## src/shared/fwac_map.vh

```
`ifndef FWAC_MAP_VH
`define FWAC_MAP_VH
// Special function register holding the write redirect controls
`define FWAC_SFR_CTRL        8'hB2
// Bit positions within the control SFR
`define FWAC_CTRL_PWE_BIT    0
`define FWAC_CTRL_MEEN_BIT   1
`define FWAC_CTRL_PSTWR_BIT  2
`define FWAC_CTRL_PEND_BIT   3
// External data address of the key and permission register
`define FWAC_XREG_KEY        16'h2702
// Field positions within the key register
`define FWAC_KEY_MSB         7
`define FWAC_KEY_LSB         4
`define FWAC_RDE_BIT         2
`define FWAC_WRE_BIT         1
// Key value that opens flash modification
`define FWAC_KEY_OPEN        4'h2
// Reset values
`define FWAC_RST_KEY         4'h0
`define FWAC_RST_PWE         1'b0
`define FWAC_RST_PSTWR       1'b0
`endif

```

## src/rtl/fwac_post_queue.v

```verilog
`timescale 1ns/1ps
// Single-entry queue for a posted flash byte write
module fwac_post_queue (
   // Clock and reset
   input  wire        clk,
   input  wire        rst_n,
   // Request side
   input  wire        req,
   input  wire        hold,
   input  wire [15:0] req_addr,
   input  wire [7:0]  req_data,
   // Release trigger
   input  wire        busy_fall,
   // Write out
   output reg         wr_stb,
   output reg  [15:0] wr_addr,
   output reg  [7:0]  wr_data,
   output reg         pend
);
   reg [15:0] q_addr_r;                 // Queued address
   reg [7:0]  q_data_r;                 // Queued data

   // -----------------------------------------------------------------
   // Queue and issue
   // -----------------------------------------------------------------
   always @(posedge clk) begin
      if (!rst_n) begin
         pend     <= 1'b0;
         wr_stb   <= 1'b0;
         wr_addr  <= 16'h0000;
         wr_data  <= 8'h00;
         q_addr_r <= 16'h0000;
         q_data_r <= 8'h00;
      end else begin
         wr_stb <= 1'b0;
         if (pend) begin
            // Release on compute busy falling
            if (busy_fall) begin
               pend    <= 1'b0;
               wr_stb  <= 1'b1;
               wr_addr <= q_addr_r;
               wr_data <= q_data_r;
            end
         end else if (req && hold) begin
            // Hold the request
            pend     <= 1'b1;
            q_addr_r <= req_addr;
            q_data_r <= req_data;
         end else if (req) begin
            // Immediate write
            wr_stb  <= 1'b1;
            wr_addr <= req_addr;
            wr_data <= req_data;
         end
      end
   end
endmodule // fwac_post_queue

```

## src/rtl/fwac_top.v

```verilog
`timescale 1ns/1ps
`include "fwac_map.vh"
// Behaviour
// Enabled store writes accumulator byte to flash
// Enable clear routes moves to external RAM
// Enable self-clears after each flash byte
// Enable writes ignored while interrupts enabled
// Modification refused unless key equals two
// Read permission is inverse of security lock
// Write permission bit reports flash writability
// Pending flag shown; further writes ignored
// Posted writes wait for compute busy fall; with CE_ENABLED low they go out at once
// Redirected store without key leaves flash
module fwac_top (
   // Clock and reset
   input  wire        SYS_CLK,
   input  wire        RSTN,
   // Core SFR access
   input  wire        SFR_WR,
   input  wire [7:0]  SFR_ADDR,
   input  wire [7:0]  SFR_WDATA,
   output reg  [7:0]  SFR_RDATA,
   // Core external data moves
   input  wire        XMOVE_WR,
   input  wire        XMOVE_RD,
   input  wire [15:0] XMOVE_ADDR,
   input  wire [7:0]  XMOVE_WDATA,
   output reg  [7:0]  XMOVE_RDATA,
   // Core state
   input  wire        INT_ENABLED,
   // Security and compute engine state
   input  wire        SECURITY_LOCK,
   input  wire        CE_ENABLED,
   input  wire        CE_BUSY,
   // External RAM port
   output wire        XRAM_WR,
   output wire        XRAM_RD,
   output wire [15:0] XRAM_ADDR,
   output wire [7:0]  XRAM_WDATA,
   input  wire [7:0]  XRAM_RDATA,
   // Flash write port
   output wire        FLASH_WR,
   output wire [15:0] FLASH_ADDR,
   output wire [7:0]  FLASH_WDATA,
   // Permission indicators
   output wire        FLASH_RD_PERMIT,
   output wire        FLASH_WR_PERMIT
);
   // -----------------------------------------------------------------
   // Declarations
   // -----------------------------------------------------------------
   reg        pwe_r;                    // Program write redirect
   reg        pstwr_r;                  // Posted write enable
   reg  [3:0] key_r;                    // Flash modify key
   reg        busy_d_r;                 // Delayed compute busy
   wire       key_ok;                   // Key opens modification
   wire       key_sel;                  // Key register addressed
   wire       flash_store;              // Store redirected to flash
   wire       flash_req;                // Store accepted for flash
   wire       pend;                     // Posted write waiting
   wire       busy_fall;                // Compute busy falling edge

   assign key_ok    = (key_r == `FWAC_KEY_OPEN);
   assign key_sel   = (XMOVE_ADDR == `FWAC_XREG_KEY);
   assign busy_fall = busy_d_r & ~CE_BUSY;
   // Store goes to flash when redirect set
   assign flash_store = XMOVE_WR & pwe_r;
   // Key must be open and no posted write waiting
   assign flash_req = flash_store & key_ok & ~pend;

   // -----------------------------------------------------------------
   // External RAM routing
   // -----------------------------------------------------------------
   // Normal moves go to RAM unless redirected or key register hit
   assign XRAM_WR    = XMOVE_WR & ~pwe_r & ~key_sel;
   assign XRAM_RD    = XMOVE_RD & ~key_sel;
   assign XRAM_ADDR  = XMOVE_ADDR;
   assign XRAM_WDATA = XMOVE_WDATA;

   // -----------------------------------------------------------------
   // Permission indicators
   // -----------------------------------------------------------------
   assign FLASH_RD_PERMIT = ~SECURITY_LOCK;
   assign FLASH_WR_PERMIT = ~SECURITY_LOCK & key_ok;

   // -----------------------------------------------------------------
   // Control registers
   // -----------------------------------------------------------------
   always @(posedge SYS_CLK) begin
      if (!RSTN) begin
         pwe_r    <= `FWAC_RST_PWE;
         pstwr_r  <= `FWAC_RST_PSTWR;
         key_r    <= `FWAC_RST_KEY;
         busy_d_r <= 1'b0;
      end else begin
         busy_d_r <= CE_BUSY;
         // Any store toward flash consumes the enable
         if (flash_store) begin
            pwe_r <= 1'b0;
         end else if (SFR_WR && SFR_ADDR == `FWAC_SFR_CTRL &&
                      !INT_ENABLED) begin
            pwe_r <= SFR_WDATA[`FWAC_CTRL_PWE_BIT];
         end
         // Posted enable is writable regardless of interrupts
         if (SFR_WR && SFR_ADDR == `FWAC_SFR_CTRL) begin
            pstwr_r <= SFR_WDATA[`FWAC_CTRL_PSTWR_BIT];
         end
         // Key register write over external data move
         if (XMOVE_WR && !pwe_r && key_sel) begin
            key_r <= XMOVE_WDATA[`FWAC_KEY_MSB:`FWAC_KEY_LSB];
         end
      end
   end

   // -----------------------------------------------------------------
   // Read data registers
   // -----------------------------------------------------------------
   always @(posedge SYS_CLK) begin
      if (!RSTN) begin
         SFR_RDATA   <= 8'h00;
         XMOVE_RDATA <= 8'h00;
      end else begin
         // Control SFR readback
         if (SFR_ADDR == `FWAC_SFR_CTRL) begin
            SFR_RDATA <= {4'h0, pend, pstwr_r, 1'b0, pwe_r};
         end else begin
            SFR_RDATA <= 8'h00;
         end
         // Key register or RAM readback
         if (key_sel) begin
            XMOVE_RDATA <= {key_r, 1'b0, FLASH_RD_PERMIT,
                            FLASH_WR_PERMIT, 1'b0};
         end else begin
            XMOVE_RDATA <= XRAM_RDATA;
         end
      end
   end

   // -----------------------------------------------------------------
   // Posted write queue
   // -----------------------------------------------------------------
   fwac_post_queue u_queue (
      .clk       (SYS_CLK),
      .rst_n     (RSTN),
      .req       (flash_req),
      .hold      (pstwr_r & CE_ENABLED),
      .req_addr  (XMOVE_ADDR),
      .req_data  (XMOVE_WDATA),
      .busy_fall (busy_fall),
      .wr_stb    (FLASH_WR),
      .wr_addr   (FLASH_ADDR),
      .wr_data   (FLASH_WDATA),
      .pend      (pend)
   );
endmodule // fwac_top

```

## config.mk

```make
export PLATFORM = sky130hd
export DESIGN_NAME = fwac_top
export DESIGN_NICKNAME = d
export VERILOG_FILES = /design/src/rtl/fwac_post_queue.v /design/src/rtl/fwac_top.v
export VERILOG_INCLUDE_DIRS = /design/src /design/src/shared
export SDC_FILE = /design/constraint.sdc
export NUM_CORES = 1
export LEC_CHECK = 0
export ABC_AREA = 1
export BUFFER_PORTS_ARGS = -buffer_cell sky130_fd_sc_hd__buf_2
export CORE_ASPECT_RATIO = 1.4
export CORE_MARGIN = 10
export CORE_UTILIZATION = 45
export CTS_CLUSTER_DIAMETER = 100
export CTS_CLUSTER_SIZE = 24
export DETAILED_ROUTE_END_ITERATION = 7
export PLACE_DENSITY_LB_ADDON = 0.1
export SLEW_MARGIN = 30
export SYNTH_ARGS = -nofsm -noshare
export SYNTH_HDL_FRONTEND = slang
export SYNTH_SLANG_ARGS = --single-unit
```

## constraint.sdc

```tcl
create_clock -name SYS_CLK -period 1.55 [get_ports SYS_CLK]
set_input_delay 0.155 -clock SYS_CLK [delete_from_list [all_inputs] [get_ports SYS_CLK]]
set_output_delay 0.155 -clock SYS_CLK [all_outputs]
set_load 0.01 [all_outputs]
```

==> results of run 1 <==
## flip-flops by register name (all words and copies together), names as in the netlist
register / cells
XMOVE_RDATA: 8
u_queue.wr_data: 8
SFR_RDATA: 3
u_queue.wr_addr: 16
pwe_r: 1
u_queue.wr_stb: 1
u_queue.q_data_r: 8
key_r: 4
u_queue.q_addr_r: 16
busy_d_r: 1
pstwr_r: 1
u_queue.pend: 1
## report_power, final
part	total [mW]	switching (mW)	internal [mW]
clock	1.43	0.701	0.733
sequential	1.76	0.00261	1.76
combinational	0.287	0.168	0.119
total	3.48	0.871	2.61
## final cells by class
type / count / area, um2 / share of cell area (%)
Multi-Input combinational cell: 292 / 1398 / 35.25
Sequential cell: 68 / 1361 / 34.33
Timing Repair Buffer: 123 / 665.6 / 16.79
Inverter: 60 / 227.7 / 5.743
Clock buffer: 9 / 123.9 / 3.124
Tap cell: 97 / 121.4 / 3.061
Clock inverter: 7 / 67.56 / 1.704
## timing repair
action | CTS | global route
hold buffers | 1 | 0
endpoints found under the hold margin | 1 | 0
setup endpoints to repair | 0 | 2
buffers inserted | 0 | 0
gates resized for setup | 0 | 2
## placed cells by master, fill, tap and decap left out, types with 2 or more instances in the layout
cell        instances
a21oi_1            23
a21oi_2             2
buf_12              2
buf_2             114
buf_4               6
clkbuf_8            9
clkinv_2            3
clkinvlp_4          3
conb_1              5
dfxtp_1            68
inv_1              58
nand2_1            83
nand2_2             2
nand3_1             3
nand3b_1           24
nand4_1             6
nor2_1             75
nor2_2              9
nor2_4              4
nor3_1              2
o21ai_0            35
o21ai_1            14
## layer usage
metal	wire, um	GRT usage (%)	share of wire [%]
met1	3598	17.33	42
met2	4208	25.93	49
met3	583	4.369	6.9
met4	119	6.867	1.4
met5	0	0	0
## worst max-delay path, delay by kind of cell, from the launching register on
family,cells,cell delay [ns]
flip-flops,1,0.36
AND/OR/NAND/NOR,2,0.33
buffers and inverters,1,0.17
## worst min-delay path by stage
stage | start | to | slack (ns) | cells after the start
4_1_cts | XRAM_RDATA[0] | XMOVE_RDATA[0] | 0.002 | 3
2_1_floorplan | CE_BUSY | busy_d_r | 0.25 | 2
3_5_place_dp | CE_BUSY | busy_d_r | 0.36 | 3
5_1_grt | XRAM_RDATA[0] | XMOVE_RDATA[0] | 0.02 | 3
3_3_place_gp | CE_BUSY | busy_d_r | 0.35 | 3
6_report | XRAM_RDATA[0] | XMOVE_RDATA[0] | 0.01 | 3
## cells by family (layout without fill, tap and decap cells)
group	after synthesis	count (layout)
compound gates	74	74
buf+inv	113	199
flops	68	68
other cells	1	5
simple gates	213	213
==> flow_summary.yaml, run 1 <==
outcome:
  status: "completed"
logic_synthesis:
  yosys_warnings: 0
  ys_top_cells_by_area: "dfxtp_1 (41%), nand2_1 (9.4%), nor2_1 (8.5%)"
  synth_compound_area_share_pct: 11.36
  muxShareOfSynthArea_pct: 0
  synth.largest_area_cell: "dfxtp_1"
  synthAdderAreaFrac_pct: 0
  synth_xor_area_share_pct: 0
  yosys.area_share.simple_pct: 30.09
  synth-edff-count: 0
  syn_area_mm2: 0.003327
  async_flop_share_pct: 0
  yosys-top-cells-count: "nand2_1 (83), nor2_1 (75), dfxtp_1 (68)"
  synth_top_cell_area_share_pct: 40.92
  avgSynthCellArea_um2: 7.094
  syn-instance-count: 469
  synth_flop_cell: "dfxtp_1"
  synth.most_common_cell: "nand2_1"
  synth_cell_types: 27
  seq_area_frac_synth_pct: 40.92
  synth_top_family_by_area: "simple AND/OR/NAND/NOR gates"
  synth_seq_cells: 68
clock_tree:
  path_clk_slew_ns: 0.08
  worstSkewPairLatency_ns: 0.35
  root_buffer: "clkbuf_8"
  clock_tree.buffer_depth: 2
  cts_buffers: 9
  clock_sinks: 68
  htree_levels: 3
  cts_tree: "yes"
routing:
  drcViolationCount: 0
  drt-initial-drc-count: 190
  drtPass1Iterations: 4
  wl_mm: 8.510
  post_drt_wl_per_cell_um: 12.97
  via_count: 3025
  vias_per_cell: 4.611
  ant_nets: 0
timing:
  finClkSkew_ns: 0.008956
  fin_crit_ns: 1.358
  hold_slack_ns: 0.01041
  tns_ns: 0
  min_period_over_period_pct: 87.60
  finalWorstSetupSlack_ns: 0.1922
  fmax_mhz: 736.5
  slew_violations: 0
  setup_viol: 0
  hold_viol: 0
  rsz0062_at_grt: "false"
placement:
  dpl_worst_slack_ns: 0.1576
  placedCellCount: 639
  place_area_mm2: 0.003761
  gp_congestion: 0.7663
  dpl.hpwl_mm: 6.226
  port_buffers: 114
worst_setup_path:
  cp-end-kind: "primary output"
  critical_path.cell_chain: "nand2_1 -> nor3_1 -> buf_2"
  cp_max_fo: 3
  reg2reg_to: "u_queue.q_addr_r[4]"
  cp.required_ns: 1.39
  r2r_slack_ns: 0.24
  r2r-start: "key_r[3]"
  worst_setup_path_start_kind: "flop"
  critPathKind: "flop to primary output"
  critical_path.endpoint: "FLASH_WR_PERMIT"
  worstRegToRegCells: 7
  crit_arrival_ns: 1.20
  startpoint: "key_r[1]"
  max_stage_delay_ns: 0.36
  cp_slowest_cell: "dfxtp_1"
grt:
  grt_overflow: 0
  grt_max_degree: 58
  grt_pass1_vias: 2952
  antenna_found_initial: 0
  grt_usage_pct: 15.25
  grt_pass1_wl_mm: 13.97
flow_run:
  max-cap-violations: 0
floorplanning:
  die_y_um: 121.7
  row_count: 37
  ios: 126
  core_mm2: 0.007268
  die-width_um: 92.67
  die_area_mm2: 0.01128
  floorplan.initialDensity_pct: 45.77
layout:
  area_delta_synth_final_pct: 19.18
  nets: 611
  drive_gt1_share_pct: 28.80
  diodes: 0
  n_fill_cell: 753
  final_cells: 656
  final_area_mm2: 0.003965
  utilization_pct: 54.55
power:
  p_leak_nw: 2.069
  power_density_mw_per_mm2: 878.0
  peakVddDrop_mv: 0.4970
  power_mw: 3.482
worst_hold_path:
  hold_path.class: "primary input to flop"
Note: power is estimated with default switching activity, not from simulation.
==> run 2: changes to the inputs <==
- GPL_ROUTABILITY_DRIVEN: default -> 0
- PLACE_DENSITY: default -> 0.74
- PLACE_DENSITY_LB_ADDON: 0.1 -> default
==> flow_summary.yaml, run 2 (synthesis gave the netlist of run 1 again) <==
routing:
  drcViolationCount: 0
  highest_layer: "met4"
  via_count: 3033
  vias_per_cell: 4.638
  drt-initial-drc-count: 142
  met3WireLength_um: 642
  drtPass1Iterations: 4
  wl_met2_mm: 4.133
  wl_mm: 8.391
  post_drt_wl_per_cell_um: 12.83
  wl_met1_mm: 3.479
  ant_nets: 0
layout:
  diodes: 0
  n_fill_cell: 726
  final_area_mm2: 0.003934
  final_common_cell: "buf_2"
  area_delta_synth_final_pct: 18.24
  final-seq-area_mm2: 0.001361
  nets: 611
  drive_gt1_share_pct: 28.73
  multi_input_area_mm2: 0.001398
  reg_top3: "u_queue.q_addr_r: 16 flops, u_queue.wr_addr: 16 flops"
  final_cells: 654
  layout_common_cells: "buf_2 (114), nand2_1 (83), nor2_1 (75)"
worst_setup_path:
  critical_path.cell_chain: "inv_1 -> nand2_1 -> nor3_1 -> buf_2"
  reg2reg_to: "u_queue.wr_addr[8]"
  cp_max_fo: 2
  crit_arrival_ns: 1.23
  r2r-start: "u_queue.pend"
  max_stage_delay_ns: 0.31
  critPathKind: "flop to primary output"
  cp.depth: 4
  worstRegToRegCells: 6
  crit_family: "simple AND/OR/NAND/NOR gates"
  cp.required_ns: 1.39
  worst_setup_path_start_kind: "flop"
  cp-end-kind: "primary output"
  startpoint: "key_r[0]"
  crit_buf_inv: 2
  r2r_slack_ns: 0.18
  cp_slowest_cell: "dfxtp_1"
  critical_path.endpoint: "FLASH_WR_PERMIT"
clock_tree:
  cts_tree: "yes"
  htree_levels: 3
  clock_sinks: 68
  cts_buffers: 9
  postCtsSetupBuffers: 0
  root_buffer: "clkbuf_8"
  worstSkewPairLatency_ns: 0.34
  clock_tree.buffer_depth: 2
  ctsHoldBuffers: 0
  path_clk_slew_ns: 0.07
  cts_resized: 0
floorplanning:
  core_mm2: 0.007268
  die_area_mm2: 0.01128
  row_count: 37
  die-width_um: 92.67
  die_y_um: 121.7
  floorplan.initialDensity_pct: 45.77
  ios: 126
grt:
  grt_pass1_wl_mm: 13.81
  antenna_found_initial: 0
  grt_max_degree: 50
  grt_pass1_vias: 3057
  grt_usage_pct: 14.95
  grt_overflow: 0
power:
  power_report.internal_total_mw: 2.563
  clock_power_share_pct: 39.2
  power_density_mw_per_mm2: 853.6
  swShare_pct: 23.67
  seqPwrFrac_pct: 52.5
  p_sw_mw: 0.7948
  peakVddDrop_mv: 0.6833
  power_frac_comb_pct: 8.4
  p_leak_nw: 2.069
flow_run:
  max-cap-violations: 0
timing:
  finClkSkew_ns: 0.004469
  slew_violations: 0
  setup_viol: 0
  hold_slack_ns: 0.01997
  min_period_over_period_pct: 89.40
  fin_crit_ns: 1.386
  rsz0062_at_grt: "false"
  tns_ns: 0
  hold_viol: 0
  fmax_mhz: 721.6
placement:
  placedCellCount: 640
  place_area_mm2: 0.003756
  dpl.hpwl_mm: 6.176
  port_buffers: 114
outcome:
  status: "completed"
worst_hold_path:
  hold_path.class: "primary input to flop"
[run 2: per-stage QoR]
step | utilization, % | power (mW) | setup WS, ns
global route | 54.12 | 3.499 | 0.02956
global placement | 51.68 | 2.081 | 0.1713
floorplan | - | 1.986 | 0.3749
CTS | 54.09 | 3.402 | 0.1449
finish | 54.12 | 3.358 | 0.1642
detailed placement | 51.68 | 2.085 | 0.1648
[run 2: worst register-to-register path, stage by stage (launching register included)]
cell and delay [ns]:
dfxtp_1 0.45, buf_4 0.24, inv_2 0.05, buf_4 0.20, o21ai_0 0.22, nor2_2 0.06
nor2_1 0.10
[run 2: power groups by stage]
stage	clock, mW	combinational, mW	sequential, mW
after CTS	1.36	0.285	1.76
after global routing	1.42	0.319	1.76
after global placement	0	0.280	1.80
after floorplan	0	0.178	1.81
final	1.31	0.281	1.76
after detailed placement	0	0.283	1.80
[run 2: area by class of cell]
type | instances | area share, %
multi-input combinational | 292 | 35.53
sequential | 68 | 34.61
timing repair buffer | 123 | 16.54
tap | 97 | 3.085
clock buffer | 12 | 4.198
inverter | 60 | 5.789
clock inverter | 2 | 0.2545
[run 2: routing by layer]
layer,global-route usage (%),vias up
li1,-,1591
met1,15.85,1338
met2,26.19,94
met3,4.431,10
met4,7.834,0
met5,0,-
[run 2: how the worst min path moves through the flow]
stage | start | end | depth (start not counted)
after CTS | CE_BUSY | busy_d_r | 3
final | CE_BUSY | busy_d_r | 3
after global routing | XRAM_RDATA[3] | XMOVE_RDATA[3] | 3
after global placement | CE_BUSY | busy_d_r | 3
after floorplan | CE_BUSY | busy_d_r | 2
after detailed placement | CE_BUSY | busy_d_r | 3
